### config.mk
export PLATFORM = sky130hd
export DESIGN_NAME = thm_top
export DESIGN_NICKNAME = d
export VERILOG_FILES = /design/src/rtl/thm_pkg.sv /design/src/rtl/thm_tick.sv /design/src/rtl/thm_top.sv
export VERILOG_INCLUDE_DIRS = /design/src /design/src/rtl
export SDC_FILE = /design/constraint.sdc
export NUM_CORES = 1
export LEC_CHECK = 0
export BUFFER_PORTS_ARGS = -buffer_cell sky130_fd_sc_hd__clkbuf_2
export CORE_MARGIN = 10
export CORE_UTILIZATION = 51
export CTS_CLUSTER_SIZE = 30
export DETAILED_ROUTE_END_ITERATION = 8
export GPL_TIMING_DRIVEN = 0
export PLACE_DENSITY = 0.69
export SYNTH_ARGS = -nofsm -noshare
export SYNTH_HDL_FRONTEND = slang
export SYNTH_SLANG_ARGS = --single-unit
### constraint.sdc
create_clock -name CORE_CLK_I -period 6.25 [get_ports CORE_CLK_I]
set_input_delay 1.25 -clock CORE_CLK_I [delete_from_list [all_inputs] [get_ports CORE_CLK_I]]
set_output_delay 1.25 -clock CORE_CLK_I [all_outputs]
set_load 0.005 [all_outputs]
### src/rtl/thm_params.svh
// Constants for the terminal handshake block: modes, timing and counts
`ifndef THM_PARAMS_SVH
`define THM_PARAMS_SVH

`define THM_CLK_HZ 25000000
`define THM_TICK_MS 1
`define THM_CYC_PER_TICK ((`THM_CLK_HZ / 1000) * `THM_TICK_MS)

`define THM_MODE_ANSWER 4'hC
`define THM_MODE_HOTLINE 4'hD
`define THM_MODE_FORCED 4'hE
`define THM_MODE_CONT_HOT 4'hF

`define THM_RING_ON_MS 16'h07D0
`define THM_RING_OFF_MS 16'h0FA0
`define THM_DROP_MS 16'h00C8
`define THM_DTR_MIN_MS 16'h0064
`define THM_RETRY_MS 16'h9C40
`define THM_SHORT_BRK_CNT 2'h3

`endif

### src/rtl/thm_pkg.sv
// Types for the terminal handshake block
package thm_pkg;

    typedef enum logic [6:0] {
        THM_IDLE = 7'b0000001,
        THM_RING = 7'b0000010,
        THM_DIALING = 7'b0000100,
        THM_HOT_WAIT = 7'b0001000,
        THM_HOT_RETRY = 7'b0010000,
        THM_CONNECTED = 7'b0100000,
        THM_DROP = 7'b1000000
    } thm_state_t;

endpackage : thm_pkg

### src/rtl/thm_tick.sv
// Millisecond tick divider for the terminal handshake block
`timescale 1ns/1ps
`default_nettype none
module thm_tick #(
    parameter int CYCLES = 25000
) (
    input wire logic clk_i,
    input wire logic rst_n_i,
    output logic tick_o
);
    logic [31:0] count;

    // Single enable pulse, so all timers share one clock
    always_ff @(posedge clk_i) begin
        if (!rst_n_i) begin
            count <= 32'h00000000;
            tick_o <= 1'b0;
        end else if (count == 32'(CYCLES - 1)) begin
            count <= 32'h00000000;
            tick_o <= 1'b1;
        end else begin
            count <= count + 32'h00000001;
            tick_o <= 1'b0;
        end
    end
endmodule : thm_tick
`default_nettype wire

### src/rtl/thm_top.sv
// Terminal-facing control-lead handshake for terminal-access modes 12 to 15
`include "thm_params.svh"
`timescale 1ns/1ps
`default_nettype none
module thm_top #(
    parameter int CYC_PER_TICK = `THM_CYC_PER_TICK
) (
    input wire logic CORE_CLK_I,
    input wire logic RST_N_I,
    input wire logic [3:0] MODE_I,
    input wire logic DTR_I,
    input wire logic CR_I,
    input wire logic BREAK_LONG_I,
    input wire logic BREAK_SHORT_I,
    input wire logic CMD_VALID_I,
    input wire logic [7:0] CMD_CHAR_I,
    input wire logic DM_CALL_IN_I,
    input wire logic DM_CLEAR_I,
    input wire logic DM_ANSWERED_I,
    input wire logic DM_FAIL_I,
    output logic DSR_O,
    output logic DCD_O,
    output logic CTS_O,
    output logic RI_O,
    output logic AUTOBAUD_O,
    output logic ECHO_VALID_O,
    output logic [7:0] ECHO_CHAR_O,
    output logic ANSWER_O,
    output logic HOTLINE_DIAL_O,
    output logic TERM_CLEAR_O,
    output logic CONNECTED_O
);
    thm_pkg::thm_state_t state;
    thm_pkg::thm_state_t next_state;
    logic tick;
    logic dtr_meta;
    logic dtr_sync;
    logic dtr_prev;
    logic [15:0] ms_cnt;
    logic [15:0] dtr_on_ms;
    logic [1:0] short_brk;
    logic mode_ans;
    logic dtr_eff;
    logic dtr_rise;
    logic dtr_fall_clear;
    logic brk_clear;
    logic ring_wrap;
    logic go_answer;
    logic go_dial;
    logic go_term_clear;

    thm_tick #(.CYCLES(CYC_PER_TICK)) u_tick (
        .clk_i(CORE_CLK_I),
        .rst_n_i(RST_N_I),
        .tick_o(tick)
    );

    // DTR comes from the terminal pin, so it is synchronised first
    always_ff @(posedge CORE_CLK_I) begin
        if (!RST_N_I) begin
            dtr_meta <= 1'b0;
            dtr_sync <= 1'b0;
            dtr_prev <= 1'b0;
        end else begin
            dtr_meta <= DTR_I;
            dtr_sync <= dtr_meta;
            dtr_prev <= dtr_sync;
        end
    end

    assign mode_ans = (MODE_I == `THM_MODE_ANSWER) || (MODE_I == `THM_MODE_FORCED);
    assign dtr_eff = (MODE_I == `THM_MODE_FORCED) ? 1'b1 : dtr_sync;
    assign dtr_rise = dtr_sync && !dtr_prev;

    // DTR on-time, saturating; a fall only clears after the minimum hold
    always_ff @(posedge CORE_CLK_I) begin
        if (!RST_N_I || !dtr_sync) begin
            dtr_on_ms <= 16'h0000;
        end else if (tick && dtr_on_ms != 16'hFFFF) begin
            dtr_on_ms <= dtr_on_ms + 16'h0001;
        end
    end

    // Mode 14 never clears on DTR; other modes share the same rule
    assign dtr_fall_clear = (MODE_I != `THM_MODE_FORCED) && dtr_prev && !dtr_sync
        && (dtr_on_ms >= `THM_DTR_MIN_MS);

    // Short breaks count only within a connection
    always_ff @(posedge CORE_CLK_I) begin
        if (!RST_N_I || state != thm_pkg::THM_CONNECTED) begin
            short_brk <= 2'h0;
        end else if (BREAK_SHORT_I) begin
            short_brk <= short_brk + 2'h1;
        end
    end

    assign brk_clear = BREAK_LONG_I || (BREAK_SHORT_I
        && short_brk == `THM_SHORT_BRK_CNT - 2'h1);

    // Cadence wrap only in ringing, else it would cut the 40 s retry timer short
    assign ring_wrap = (ms_cnt == `THM_RING_ON_MS + `THM_RING_OFF_MS - 16'h0001) && tick
        && state == thm_pkg::THM_RING;

    always_comb begin
        next_state = state;
        go_answer = 1'b0;
        go_dial = 1'b0;
        go_term_clear = 1'b0;
        unique case (state)
            thm_pkg::THM_IDLE: begin
                if (DM_CALL_IN_I && mode_ans) begin
                    if (dtr_eff) begin
                        next_state = thm_pkg::THM_CONNECTED;
                        go_answer = 1'b1;
                    end else begin
                        next_state = thm_pkg::THM_RING;
                    end
                end else if (mode_ans && dtr_eff && CR_I) begin
                    next_state = thm_pkg::THM_DIALING;
                end else if (MODE_I == `THM_MODE_HOTLINE && (dtr_rise || (dtr_sync && CR_I))) begin
                    next_state = thm_pkg::THM_HOT_WAIT;
                    go_dial = 1'b1;
                end else if (MODE_I == `THM_MODE_CONT_HOT && dtr_sync) begin
                    next_state = thm_pkg::THM_HOT_WAIT;
                    go_dial = 1'b1;
                end
            end
            thm_pkg::THM_RING: begin
                if (DM_CLEAR_I) begin
                    next_state = thm_pkg::THM_IDLE;
                end else if (dtr_eff) begin
                    next_state = thm_pkg::THM_CONNECTED;
                    go_answer = 1'b1;
                end
            end
            thm_pkg::THM_DIALING: begin
                if (DM_ANSWERED_I) begin
                    next_state = thm_pkg::THM_CONNECTED;
                end else if (DM_FAIL_I || brk_clear || dtr_fall_clear) begin
                    next_state = thm_pkg::THM_IDLE;
                end
            end
            thm_pkg::THM_HOT_WAIT: begin
                if (DM_ANSWERED_I) begin
                    next_state = thm_pkg::THM_CONNECTED;
                end else if (DM_FAIL_I) begin
                    // Mode 13 waits for a fresh rise or CR from idle
                    next_state = (MODE_I == `THM_MODE_CONT_HOT) ? thm_pkg::THM_HOT_RETRY
                        : thm_pkg::THM_IDLE;
                end
            end
            thm_pkg::THM_HOT_RETRY: begin
                if (!dtr_sync) begin
                    next_state = thm_pkg::THM_IDLE;
                end else if (tick && ms_cnt == `THM_RETRY_MS - 16'h0001) begin
                    next_state = thm_pkg::THM_HOT_WAIT;
                    go_dial = 1'b1;
                end
            end
            thm_pkg::THM_CONNECTED: begin
                if (DM_CLEAR_I) begin
                    next_state = thm_pkg::THM_DROP;
                end else if (brk_clear || dtr_fall_clear) begin
                    next_state = thm_pkg::THM_DROP;
                    go_term_clear = 1'b1;
                end
            end
            thm_pkg::THM_DROP: begin
                if (tick && ms_cnt == `THM_DROP_MS - 16'h0001) begin
                    next_state = thm_pkg::THM_IDLE;
                end
            end
            default: begin
                next_state = thm_pkg::THM_IDLE;
            end
        endcase
    end

    always_ff @(posedge CORE_CLK_I) begin
        if (!RST_N_I) begin
            state <= thm_pkg::THM_IDLE;
        end else begin
            state <= next_state;
        end
    end

    // One millisecond timer, restarted on every state change
    always_ff @(posedge CORE_CLK_I) begin
        if (!RST_N_I || next_state != state || ring_wrap) begin
            ms_cnt <= 16'h0000;
        end else if (tick) begin
            ms_cnt <= ms_cnt + 16'h0001;
        end
    end

    // DSR, DCD and CTS fall only during the clear-down interval; RI follows the ring cadence
    always_ff @(posedge CORE_CLK_I) begin
        if (!RST_N_I) begin
            DSR_O <= 1'b1;
            DCD_O <= 1'b1;
            CTS_O <= 1'b1;
            RI_O <= 1'b0;
        end else begin
            DSR_O <= next_state != thm_pkg::THM_DROP;
            DCD_O <= next_state != thm_pkg::THM_DROP;
            CTS_O <= next_state != thm_pkg::THM_DROP;
            RI_O <= next_state == thm_pkg::THM_RING && state == thm_pkg::THM_RING
                ? ms_cnt < `THM_RING_ON_MS : next_state == thm_pkg::THM_RING;
        end
    end

    always_ff @(posedge CORE_CLK_I) begin
        if (!RST_N_I) begin
            ANSWER_O <= 1'b0;
            HOTLINE_DIAL_O <= 1'b0;
            TERM_CLEAR_O <= 1'b0;
            CONNECTED_O <= 1'b0;
            AUTOBAUD_O <= 1'b0;
        end else begin
            ANSWER_O <= go_answer;
            HOTLINE_DIAL_O <= go_dial;
            TERM_CLEAR_O <= go_term_clear;
            CONNECTED_O <= next_state == thm_pkg::THM_CONNECTED;
            AUTOBAUD_O <= next_state == thm_pkg::THM_IDLE && mode_ans && dtr_eff;
        end
    end

    // Echo only while the outgoing call is being set up
    always_ff @(posedge CORE_CLK_I) begin
        if (!RST_N_I) begin
            ECHO_VALID_O <= 1'b0;
            ECHO_CHAR_O <= 8'h00;
        end else begin
            ECHO_VALID_O <= CMD_VALID_I && state == thm_pkg::THM_DIALING;
            if (CMD_VALID_I && state == thm_pkg::THM_DIALING) begin
                ECHO_CHAR_O <= CMD_CHAR_I;
            end
        end
    end
endmodule : thm_top
`default_nettype wire

======== Yosys cells after proc, flatten, opt, wreduce, memory -nomap -nowiden ========
Index checks and enable logic that the tools add are counted.
W data, S select, Z words.
word-level totals
  output and inout bits ................... 18
  register bits ........................... 93
  bits of input ports ..................... 23
cells by class
  muxes and demuxes ....................... 33
  equality and inequality tests ........... 24
  reductions and logical operators ........ 35
  $add $sub $neg .......................... 4
  bitwise logic cells ..................... 2
  order comparisons ....................... 2
operators by type and width
  kind                     count
  $mux W7                  15
  $pmux W7 S7              1
  $add A16 B1 Y16 const B  2
  $add A32 B1 Y32 const B  1
  $eq A32 B15 Y1 const B   1
  $logic_and A1 B1 Y1      20
  $eq A16 B13 Y1 const B   1
  $eq A16 B16 Y1 const B   1
  $eq A16 B8 Y1 const B    1
  $eq A4 B4 Y1 const B     4
  $ge A16 B7 Y1 const B    1
  $lt A16 B11 Y1 const B   1
  $ne A16 B16 Y1 const B   1
  $eq A7 B1 Y1 const B     2
  $eq A7 B2 Y1 const B     2
  $eq A7 B6 Y1 const B     2
  $mux W1                  13
  $logic_or A1 B1 Y1       10
  $eq A7 B3 Y1 const B     1
  $eq A7 B4 Y1 const B     1
  $eq A7 B5 Y1 const B     1
  $eq A7 B7 Y1 const B     1
  $ne A7 B6 Y1 const B     1
  $ne A7 B7 Y1             1
  11 further kinds         15

======== Longest topological paths before layout ========
Gate-level depths: netlist of run 1.
  depth after elaboration ................. 11
  mapped depth ............................ 11
  gate-level depth less buffers ........... 9

======== By module ========
Synthesis of run 1 repeated with hierarchy kept, for this count alone.
second synthesis, totals
  cells, all modules ...................... 567
  area, all modules ....................... 4924.7 um2
by module, submodules not included
  module    instances  sequential area each (um2)  area an instance (um2)  cells an instance
  thm_top   1          1201.2                      3184.3                  373
  thm_tick  1          660.6                       1740.4                  194

======== Worst setup path after synthesis of run 1 ========
Ideal clock, no wire load.
  kind .................................... input to register
  start ................................... input MODE_I[0]
  end ..................................... register ms_cnt[11]
  slack ................................... 3192 ps
  arrival time ............................ 2994 ps
  path buffers ............................ 2
  cell stages on the path ................. 9
  cell sequence ........................... nand4b_1 -> nor3b_1 -> a221o_1 -> o21ai_0 -> a31oi_1 -> or4_1 -> buf_2 -> buf_6 -> nor2_1
between the ends
  cells in the longest elaborated chain, start to end .. 11
ends and longest elaborated chain
  what                                   RTL line                        RTL
  from (decl)                            thm_top.sv:10                   input wire logic [3:0] MODE_I,
  $ne A4 B4 Y1 (no line)                 --
  $logic_and A1 B1 Y1 (3 in series)      thm_top.sv:85                   assign dtr_fall_clear = (MODE_I != `THM_MODE_FORCED) && dtr_prev && !dtr_sync
  $logic_or A1 B1 Y1 (on tied branches)  thm_top.sv:163, thm_top.sv:139
  $mux W7 (on tied branches)             thm_top.sv:163, thm_top.sv:139
  $mux W7 (on tied branches)             thm_top.sv:161, thm_top.sv:137
  $pmux W7 S7 *                          thm_top.sv:109                  unique case (state)
  $ne A7 B7 Y1 *                         thm_top.sv:189                  if (!RST_N_I || next_state != state || ring_wrap) begin
  $logic_or A1 B1 Y1 * (2 in series)     thm_top.sv:189
  to (signal assigned)                   thm_top.sv:192                  ms_cnt <= ms_cnt + 16'h0001;
  to (decl)                              thm_top.sv:39                   logic [15:0] ms_cnt;
Mark *: on every way between the ends. The rest lies on a longest branch, timed or not.
A chain may end at the register's enable or synchronous reset.

======== Final worst setup path of run 1 ========
  start ................................... register ms_cnt[7]
  end ..................................... register ms_cnt[11]
between the ends
  cells in the longest elaborated chain, start to end .. 8
ends and longest elaborated chain
  what                              RTL line        RTL
  $eq A16 B16 Y1                    thm_top.sv:155  end else if (tick && ms_cnt == `THM_RETRY_MS - 16'h0001) begin
  $logic_and A1 B1 Y1               thm_top.sv:155
  $mux W7                           thm_top.sv:155
  $mux W7                           thm_top.sv:153  if (!dtr_sync) begin
  $pmux W7 S7                       thm_top.sv:109
  $ne A7 B7 Y1                      thm_top.sv:189
  $logic_or A1 B1 Y1 (2 in series)  thm_top.sv:189
Parallel ways exist; a longest one is shown, timed or not.

==> flow_metrics.py, run 1 <==
metrics = {
    "synthesis": {
        "ys.flop_type": "dfxtp_1",
        "yosysSeqAreaShare": 0.413,
        "synth_nets": 566,
        "synth_area_sq_mm": 0.00451,
        "syn_avg_cell_area_sq_um": 8.37,
        "netlist_instances": 538,
        "synth-edff-count": 0,
        "synth-async-reset-ratio": 0,
        "yosysUniqueCellTypes": 56,
        "synth_warnings": 0,
        "synth-seq-cells": 93,
    },
    "global_routing": {
        "grt_usage": 0.158,
        "grt_pass1_wl_um": 17300,
        "antenna_found_initial": 0,
        "grt_max_degree": 18,
        "gr-total-overflow": 0,
        "first_global_vias": 3689,
    },
    "timing": {
        "period_share": 0.527,
        "setup_viol": 0,
        "setup_tns_ps": 0,
        "rsz0062_at_grt": "false",
        "min_period_ps": 3290,
        "final_hold_viol_count": 0,
        "slew_violations": 0,
        "fin_worst_skew_ps": 16.4,
        "maxSlewHeadroom": 0.455,
        "worstMarginPinSlew_ps": 809,
        "fmax_mhz": 304,
    },
    "worst_setup_path": {
        "cpPeakStageDelay_ps": 710,
        "crit_family": "simple AND/OR/NAND/NOR gates",
        "cp-end-kind": "flop",
        "critPathKind": "reg -> reg",
        "cp_cell_sequence": "or4b_2 -> nor4b_1 -> a21oi_1 -> nand4bb_1 -> a311oi_1 -> or4_1 -> buf_2 -> buf_6 -> nor2_1",
        "crit_fanout": 10,
        "cp.required_ps": 6510,
        "cp_slowest_cell": "or4b_2",
        "worst_setup_path_start_kind": "flop",
        "critPathBufInv": 2,
        "arrival_ps": 3550,
    },
    "clock_tree": {
        "cts_buffers": 9,
        "post-cts-setup-buffers": 0,
        "root_buffer": "clkbuf_8",
        "numClockSinks": 93,
        "clock_path_buffers": 2,
        "cts_resized": 0,
        "worst_skew_pair.late_latency_ps": 370,
        "clkTransAtPathRegs_ps": 100,
        "ctsHtreeMaxLevel": 3,
        "holdBufCountCts": 0,
        "cts_tree": "done",
    },
    "final_layout": {
        "antennaDiodeCount": 0,
        "fin_util": 0.578,
        "final_cell_mix": "nor2_1, dfxtp_1, nand2_1, clkbuf_2, xor2_1",
        "layout_commonest_cell": "nor2_1",
        "drive_above_1_share": 0.116,
        "layout.cells.non_filler": 701,
        "syn2layout_area_growth_pct": 11.3,
        "nNetsFinal": 616,
    },
    "placed_design": {
        "port_buffers": 39,
        "gp_congestion": 0.915,
        "dp_hpwl_um": 7770,
        "dpl.cell_count": 685,
    },
    "status": {
        "run_status": "finished clean",
    },
    "worst_hold_path": {
        "hold_class": "reg -> reg",
    },
    "floorplanning": {
        "start_util": 0.519,
        "fp.dieH_um": 114,
        "io_pins": 41,
        "row_count": 34,
        "fp.dieW_um": 114,
        "core_sq_mm": 0.00868,
        "dieArea_sq_mm": 0.0130,
    },
    "detailed_routing": {
        "drt_iter0_markers": 289,
        "routed_via_density": 5.61,
        "vias": 3930,
        "finalWirelength_um": 10300,
        "first_pass_iters": 5,
        "drc_errors": 0,
        "antenna_left": 0,
        "wl_per_cell_um": 14.7,
    },
    "power_and_ir_drop": {
        "switching_share": 0.260,
        "pwr-share-comb": 0.066,
        "p_seq_frac": 0.573,
        "leakagePower_nw": 1.88,
        "vdd_drop_max_v": 0.0000933,
        "clkPwrFrac": 0.360,
        "powerDensity_mw_per_mm2": 208,
        "p_int_uw": 772,
        "fin_total_pwr_mw": 1.04,
        "power_switching_uw": 271,
    },
    "run": {
        "cap_violations": 0,
    },
}
registers in the layout (all words and copies together) (netlist names), 2 cells and up:
name	count
u_tick.count	32
ECHO_CHAR_O	8
ms_cnt	16
dtr_on_ms	16
short_brk	2
state	7
power groups by stage:
stage / Sequential (mW) / Combinational (mW) / Clock (mW)
floorplan: 0.611 / 0.0459 / 0
global placement: 0.611 / 0.0678 / 0
detailed placement: 0.612 / 0.0684 / 0
CTS: 0.598 / 0.0688 / 0.386
global route: 0.598 / 0.0773 / 0.413
finish: 0.598 / 0.0693 / 0.376
Yosys cell counts (3+ instances only):
cell type	number	area [sq um]
nor4_1	19	119
ha_1	5	62.6
o21ai_0	10	50.1
nand2_1	45	169
a21oi_1	11	55.1
clkbuf_1	17	63.8
dfxtp_1	93	1860
xor2_1	38	333
mux2i_1	10	100
xnor2_1	21	184
nand3_1	30	150
nor2_1	97	364
nand4_1	15	93.8
and3_1	9	56.3
nor3_1	18	90.1
o211ai_1	3	22.5
nand2b_1	7	43.8
nor4b_1	4	35.0
inv_1	13	48.8
nor3b_1	3	22.5
and2_1	3	18.8
o2111ai_1	4	35.0
and4_1	10	87.6
nor2b_1	4	25.0
or3_1	5	31.3
metal layers:
metal,track usage,vias up,share of wire
met5,0,-,0
met4,0.0476,0,0.016
met3,0.0409,15,0.062
met2,0.252,96,0.47
met1,0.205,1827,0.46
li1,-,1992,-
per-stage QoR:
step	worst slack [ps]	hold slack, ps	instance area [sq um]
after global placement	2650	416	4840
final	2960	443	5010
after CTS	3010	445	5010
after detailed placement	2640	420	4840
after floorplan	3190	412	4510
after global routing	2830	481	5010
cells by family (layout without fill, tap and decap cells):
| logic type | after synthesis | in the layout | share of synthesized area |
|---|---|---|---|
| multiplexers | 10 | 10 | 0.0222 |
| adder cells (fa/ha/maj) | 5 | 5 | 0.0139 |
| XOR/XNOR | 59 | 59 | 0.115 |
| flip-flops | 93 | 93 | 0.413 |
| AND/OR/NAND/NOR | 285 | 285 | 0.326 |
| AO/OA/AOI/OAI | 50 | 50 | 0.0741 |
| buffers and inverters | 36 | 91 | 0.0355 |
final timing paths:
| kind | from | to | slack [ps] | cells past startpoint |
|---|---|---|---|---|
| setup / recovery | ms_cnt[7] | ms_cnt[11] | 2960 | 9 |
| hold / removal | dtr_meta | dtr_sync | 440 | 1 |
| setup reg to reg | ms_cnt[7] | ms_cnt[11] | 2960 | 9 |
| hold reg to reg | dtr_meta | dtr_sync | 440 | 1 |
area by class of cell:
| cell class | count | area, sq um |
|---|---|---|
| sequential | 93 | 1860 |
| timing repair buffer | 39 | 195 |
| buffer | 23 | 111 |
| clock buffer | 9 | 124 |
| inverter | 13 | 48.8 |
| clock inverter | 7 | 55.1 |
| fill | 840 | 3660 |
| multi-input combinational | 409 | 2480 |
| tap | 108 | 135 |
Power figures use the tool's default switching activity.
==> inputs of run 2 (changes only) <==
- PLACE_DENSITY: 0.69 -> 0.72
- clock period: 6.25 -> 3 ns (I/O delays scaled with it)
==> flow_metrics.py, run 2 (synthesis gave the netlist of run 1 again) <==
metrics = {
    "status": {
        "run_status": "finished clean",
    },
    "final_layout": {
        "reg_top3": "u_tick.count: 32 flops, dtr_on_ms: 16 flops, ms_cnt: 16 flops",
        "largest_register_ffs": 32,
        "largest_register": "u_tick.count",
        "layout_commonest_cell": "nor2_1",
        "nFillCells": 804,
        "layout.cells.non_filler": 703,
        "final_cell_mix": "nor2_1, dfxtp_1, nand2_1, clkbuf_2, xor2_1",
        "fin_util": 0.590,
        "drive_above_1_share": 0.136,
        "antennaDiodeCount": 0,
        "syn2layout_area_growth_pct": 13.7,
        "nNetsFinal": 618,
    },
    "global_routing": {
        "gr-total-overflow": 0,
        "grt_max_degree": 17,
        "first_global_vias": 3831,
        "grt_pass1_wl_um": 17900,
        "grt_usage": 0.162,
        "antenna_found_initial": 0,
    },
    "timing": {
        "period_share": 0.959,
        "fmax_mhz": 348,
        "whs_ps": 439,
        "min_period_ps": 2880,
        "worstMarginPinSlew_ps": 907,
        "final_hold_viol_count": 0,
        "fin_worst_skew_ps": 14.2,
        "slew_violations": 0,
        "setup_viol": 0,
        "maxSlewHeadroom": 0.390,
    },
    "detailed_routing": {
        "topRoutingLayerUsed": "met4",
        "finalWirelength_um": 10700,
        "first_pass_iters": 5,
        "drc_errors": 0,
        "vias": 3958,
        "met1_length_um": 4750,
        "wl_met2_um": 5150,
        "antenna_left": 0,
        "wl_per_cell_um": 15.2,
        "drt_iter0_markers": 291,
        "route.met3.wl_um": 580,
        "routed_via_density": 5.63,
    },
    "clock_tree": {
        "cts_buffers": 9,
        "worst_skew_pair.late_latency_ps": 350,
        "clkTransAtPathRegs_ps": 90,
        "root_buffer": "clkbuf_8",
        "numClockSinks": 93,
        "ctsHtreeMaxLevel": 3,
        "holdBufCountCts": 0,
        "cts_tree": "done",
        "clock_path_buffers": 2,
    },
    "worst_setup_path": {
        "reg2reg_to": "ms_cnt[9]",
        "r2r_setup_slack_ps": 120,
        "critPathKind": "reg -> reg",
        "worstReg2RegStart": "dtr_on_ms[14]",
        "arrival_ps": 3170,
        "reg2regPathDepth": 9,
        "cp-end-kind": "flop",
        "crit_end": "ms_cnt[9]",
        "worst_setup_path_start_kind": "flop",
        "cp.required_ps": 3290,
        "critPathLaunch": "dtr_on_ms[14]",
        "crit_fanout": 10,
    },
    "power_and_ir_drop": {
        "vdd_drop_max_v": 0.000230,
        "leakagePower_nw": 1.91,
        "powerDensity_mw_per_mm2": 427,
    },
    "placed_design": {
        "dpl.cell_count": 685,
        "dp_hpwl_um": 7810,
        "gp_congestion": 0.939,
        "port_buffers": 39,
    },
    "floorplanning": {
        "dieArea_sq_mm": 0.0130,
        "start_util": 0.519,
        "io_pins": 41,
        "row_count": 34,
        "core_sq_mm": 0.00868,
        "fp.dieW_um": 114,
        "fp.dieH_um": 114,
    },
    "worst_hold_path": {
        "hold_class": "reg -> reg",
    },
    "run": {
        "cap_violations": 0,
    },
}
[run 2: changes by cell type in the layout (fill, tap and decap cells not counted), moves of 2 or more]
cell,change
a21oi_1,-2
buf_4,+2
inv_6,-3
nor4b_1,-3
nor4b_2,+3
[run 2: worst max-delay path, stage by stage (launching register included)]
cell       delay (ps)
dfxtp_1           340
nor4_1            430
o2111ai_2         320
a221o_1           450
o21ai_0           320
a31oi_1           130
or4_1             400
buf_2             170
buf_6             140
nor2_1            100
[run 2: how the worst min path moves through the flow]
stage	from	end	slack (ps)	cells past startpoint
final	dtr_meta	dtr_sync	440	1
after global routing	DTR_I	dtr_meta	450	2
after CTS	dtr_meta	dtr_sync	440	1
after detailed placement	dtr_meta	dtr_sync	420	1
after global placement	dtr_meta	dtr_sync	420	1
after floorplan	dtr_meta	dtr_sync	410	1
[run 2: per-stage QoR]
step / setup TNS [ps] / cell area (sq um) / power (mW) / setup slack, ps
floorplan: 0 / 4510 / 1.37 / 324
global placement: -1930 / 4840 / 1.42 / -183
detailed placement: -1510 / 4840 / 1.42 / -165
CTS: 0 / 5040 / 2.21 / 1.90
global route: -703 / 5120 / 2.28 / -100
finish: 0 / 5120 / 2.19 / 124
[run 2: power by group]
part,internal [mW],leakage [nW],switching [mW],total [mW]
clock network,0.335,0.0881,0.454,0.789
logic,0.0584,1.08,0.0940,0.152
registers,1.24,0.750,0.00409,1.25
total,1.63,1.91,0.552,2.19
[run 2: what timing repair did]
item                       4_1_cts  5_1_grt
buffers inserted                 0        2
setup endpoints to repair       15       14
pin swaps                        0        2
gates resized for setup          3       13
[run 2: cell type report]
type | count | area [sq um] | area share
Multi-Input combinational cell | 409 | 2570 | 0.501
Sequential cell | 93 | 1860 | 0.363
Timing Repair Buffer | 41 | 210 | 0.0410
Clock buffer | 11 | 141 | 0.0276
Tap cell | 108 | 135 | 0.0264
Buffer | 23 | 113 | 0.0220
Inverter | 13 | 48.8 | 0.00953
Clock inverter | 5 | 43.8 | 0.00855
[run 2: metal layers]
layer	global-route usage	vias up
met3	0.0346	15
met5	0	-
li1	-	1991
met4	0.0627	0
met2	0.268	110
met1	0.202	1842
==> inputs of run 3 (changes only) <==
- BUFFER_PORTS_ARGS: -buffer_cell sky130_fd_sc_hd__clkbuf_2 -> not set
- DONT_BUFFER_PORTS: not set -> 1
- GPL_TIMING_DRIVEN: 0 -> not set
- PLACE_DENSITY: 0.72 -> 0.68
- SYNTH_HIERARCHICAL: not set -> 1
==> flow_metrics.py, run 3 <==
metrics = {
    "worst_setup_path": {
        "arrival_ps": 2960,
        "worstReg2RegStart": "dtr_on_ms[2]",
        "cp.required_ps": 3260,
        "critPathKind": "reg -> reg",
        "critPathLaunch": "dtr_on_ms[2]",
        "crit_fanout": 16,
        "cp-end-kind": "flop",
        "worst_setup_path_start_kind": "flop",
    },
    "power_and_ir_drop": {
        "powerDensity_mw_per_mm2": 436,
        "fin_total_pwr_mw": 2.24,
        "vdd_drop_max_v": 0.000269,
        "leakagePower_nw": 1.78,
    },
    "floorplanning": {
        "fp.dieW_um": 118,
        "io_pins": 41,
        "core_sq_mm": 0.00933,
        "row_count": 35,
        "fp.dieH_um": 118,
        "dieArea_sq_mm": 0.0140,
        "start_util": 0.528,
    },
    "clock_tree": {
        "holdBufCountCts": 0,
        "clock_path_buffers": 2,
        "cts_resized": 0,
        "clkTransAtPathRegs_ps": 90,
        "worst_skew_pair.late_latency_ps": 370,
        "cts_tree": "done",
        "root_buffer": "clkbuf_8",
        "ctsHtreeMaxLevel": 3,
        "post-cts-setup-buffers": 0,
        "cts_buffers": 9,
        "numClockSinks": 93,
    },
    "final_layout": {
        "antennaDiodeCount": 0,
        "nNetsFinal": 579,
        "drive_above_1_share": 0.0955,
        "reg_top3": "u_tick/count: 32 flops, dtr_on_ms: 16 flops, ms_cnt: 16 flops",
        "syn2layout_area_growth_pct": 4.62,
        "largest_register_ffs": 32,
        "fin_util": 0.552,
        "nFillCells": 899,
        "layout_commonest_cell": "dfxtp_1",
        "largest_register": "u_tick/count",
        "final_cell_mix": "dfxtp_1, nor2_1, nand2_1, nand3_1, nand4_1",
        "design_area_sq_mm": 0.00515,
    },
    "global_routing": {
        "antenna_found_initial": 0,
        "grt_max_degree": 26,
        "grt_pass1_wl_um": 18600,
        "first_global_vias": 3828,
        "gr-total-overflow": 0,
        "grt_usage": 0.155,
    },
    "timing": {
        "rsz0062_at_grt": "false",
        "final_hold_viol_count": 0,
        "worstMarginPinSlew_ps": 1220,
        "fin_worst_skew_ps": 13.0,
        "fmax_mhz": 371,
        "setup_viol": 0,
        "min_period_ps": 2700,
        "fin_ws_ps": 304,
        "setup_tns_ps": 0,
        "period_share": 0.899,
        "slew_violations": 0,
        "maxSlewHeadroom": 0.185,
    },
    "placed_design": {
        "dp_hpwl_um": 8020,
        "dpl_cell_area_sq_mm": 0.00495,
        "port_buffers": 0,
        "gp_congestion": 0.933,
        "place_ws_ps": 281,
    },
    "synthesis": {
        "synth_top_cell_by_area": "dfxtp_1",
        "yosys.area.top_type_share": 0.378,
        "synthTopCellsByCount": "dfxtp_1, nor2_1, nand2_1",
        "synth.most_common_cell": "dfxtp_1",
        "synth-edff-count": 0,
        "yosysSeqAreaShare": 0.378,
        "synth_warnings": 6,
        "yosysUniqueCellTypes": 70,
        "syn_avg_cell_area_sq_um": 8.69,
        "synth_nets": 596,
        "netlist_instances": 567,
        "yosys-top-cells-area": "dfxtp_1, xor2_1, nor2_1",
        "ys.flop_type": "dfxtp_1",
        "synth-async-reset-ratio": 0,
        "synth_area_sq_mm": 0.00492,
        "synth-seq-cells": 93,
    },
    "detailed_routing": {
        "drt_iter0_markers": 378,
        "vias": 4078,
        "finalWirelength_um": 11100,
        "wl_per_cell_um": 16.2,
        "drc_errors": 0,
        "first_pass_iters": 5,
        "routed_via_density": 5.96,
        "antenna_left": 0,
    },
    "worst_hold_path": {
        "hold_class": "in -> reg",
        "min-delay-start": "RST_N_I",
    },
    "status": {
        "run_status": "finished clean",
    },
    "run": {
        "cap_violations": 0,
    },
}
[run 3: changes by cell type after synthesis, moves of 10 or more]
cell     delta
nor3_2     +11
nor2b_1    +10
xor2_1     -12
o31ai_1    +11
nor2_1     -48
nand4_1    +12
[run 3: layer usage]
metal	track usage	part of all wire	up-vias
li1	-	-	2029
met1	0.211	0.49	1938
met2	0.228	0.43	103
met3	0.0524	0.069	8
met4	0.0410	0.0077	0
met5	0	0	-
[run 3: logic make-up (layout without fill, tap and decap cells)]
family / after synthesis / count (layout) / share of synthesized area
buffers and inverters: 48 / 36 / 0.0506
AO/OA/AOI/OAI: 80 / 80 / 0.117
XOR/XNOR: 44 / 44 / 0.0783
adder cells (fa/ha/maj): 6 / 6 / 0.0152
AND/OR/NAND/NOR: 286 / 286 / 0.341
flip-flops: 93 / 93 / 0.378
multiplexers: 10 / 10 / 0.0206
[run 3: worst paths after layout]
path	to	slack [ps]	cells past startpoint
max	ms_cnt[1]	300	6
min	state[0]	300	1
max reg2reg	ms_cnt[1]	300	6
min reg2reg	dtr_sync	450	1
[run 3: worst max-delay path, cell delays in order, from the launching register on]
cell,delay [ps]
dfxtp_1,360
o311ai_0,400
nand4_1,260
a311oi_1,460
o32ai_1,170
o31a_1,580
nor4b_1,370
[run 3: metrics by stage]
stage	hold slack, ps	instances
after floorplan	412	567
after global routing	284	684
final	299	684
after detailed placement	418	668
after CTS	295	684
after global placement	418	668
[run 3: power breakdown]
| group | switching, mW | internal (mW) | total [mW] |
|---|---|---|---|
| clock network | 0.466 | 0.416 | 0.881 |
| registers | 0.0106 | 1.24 | 1.25 |
| logic | 0.0714 | 0.0401 | 0.111 |
| total | 0.548 | 1.70 | 2.24 |
[run 3: layout make-up]
type | count | area [sq um] | area share
Sequential cell | 93 | 1860 | 0.361
Inverter | 14 | 52.6 | 0.0102
Clock inverter | 6 | 68.8 | 0.0134
Tap cell | 129 | 161 | 0.0313
Clock buffer | 10 | 138 | 0.0267
Multi-Input combinational cell | 426 | 2830 | 0.548
Timing Repair Buffer | 6 | 45.0 | 0.00874
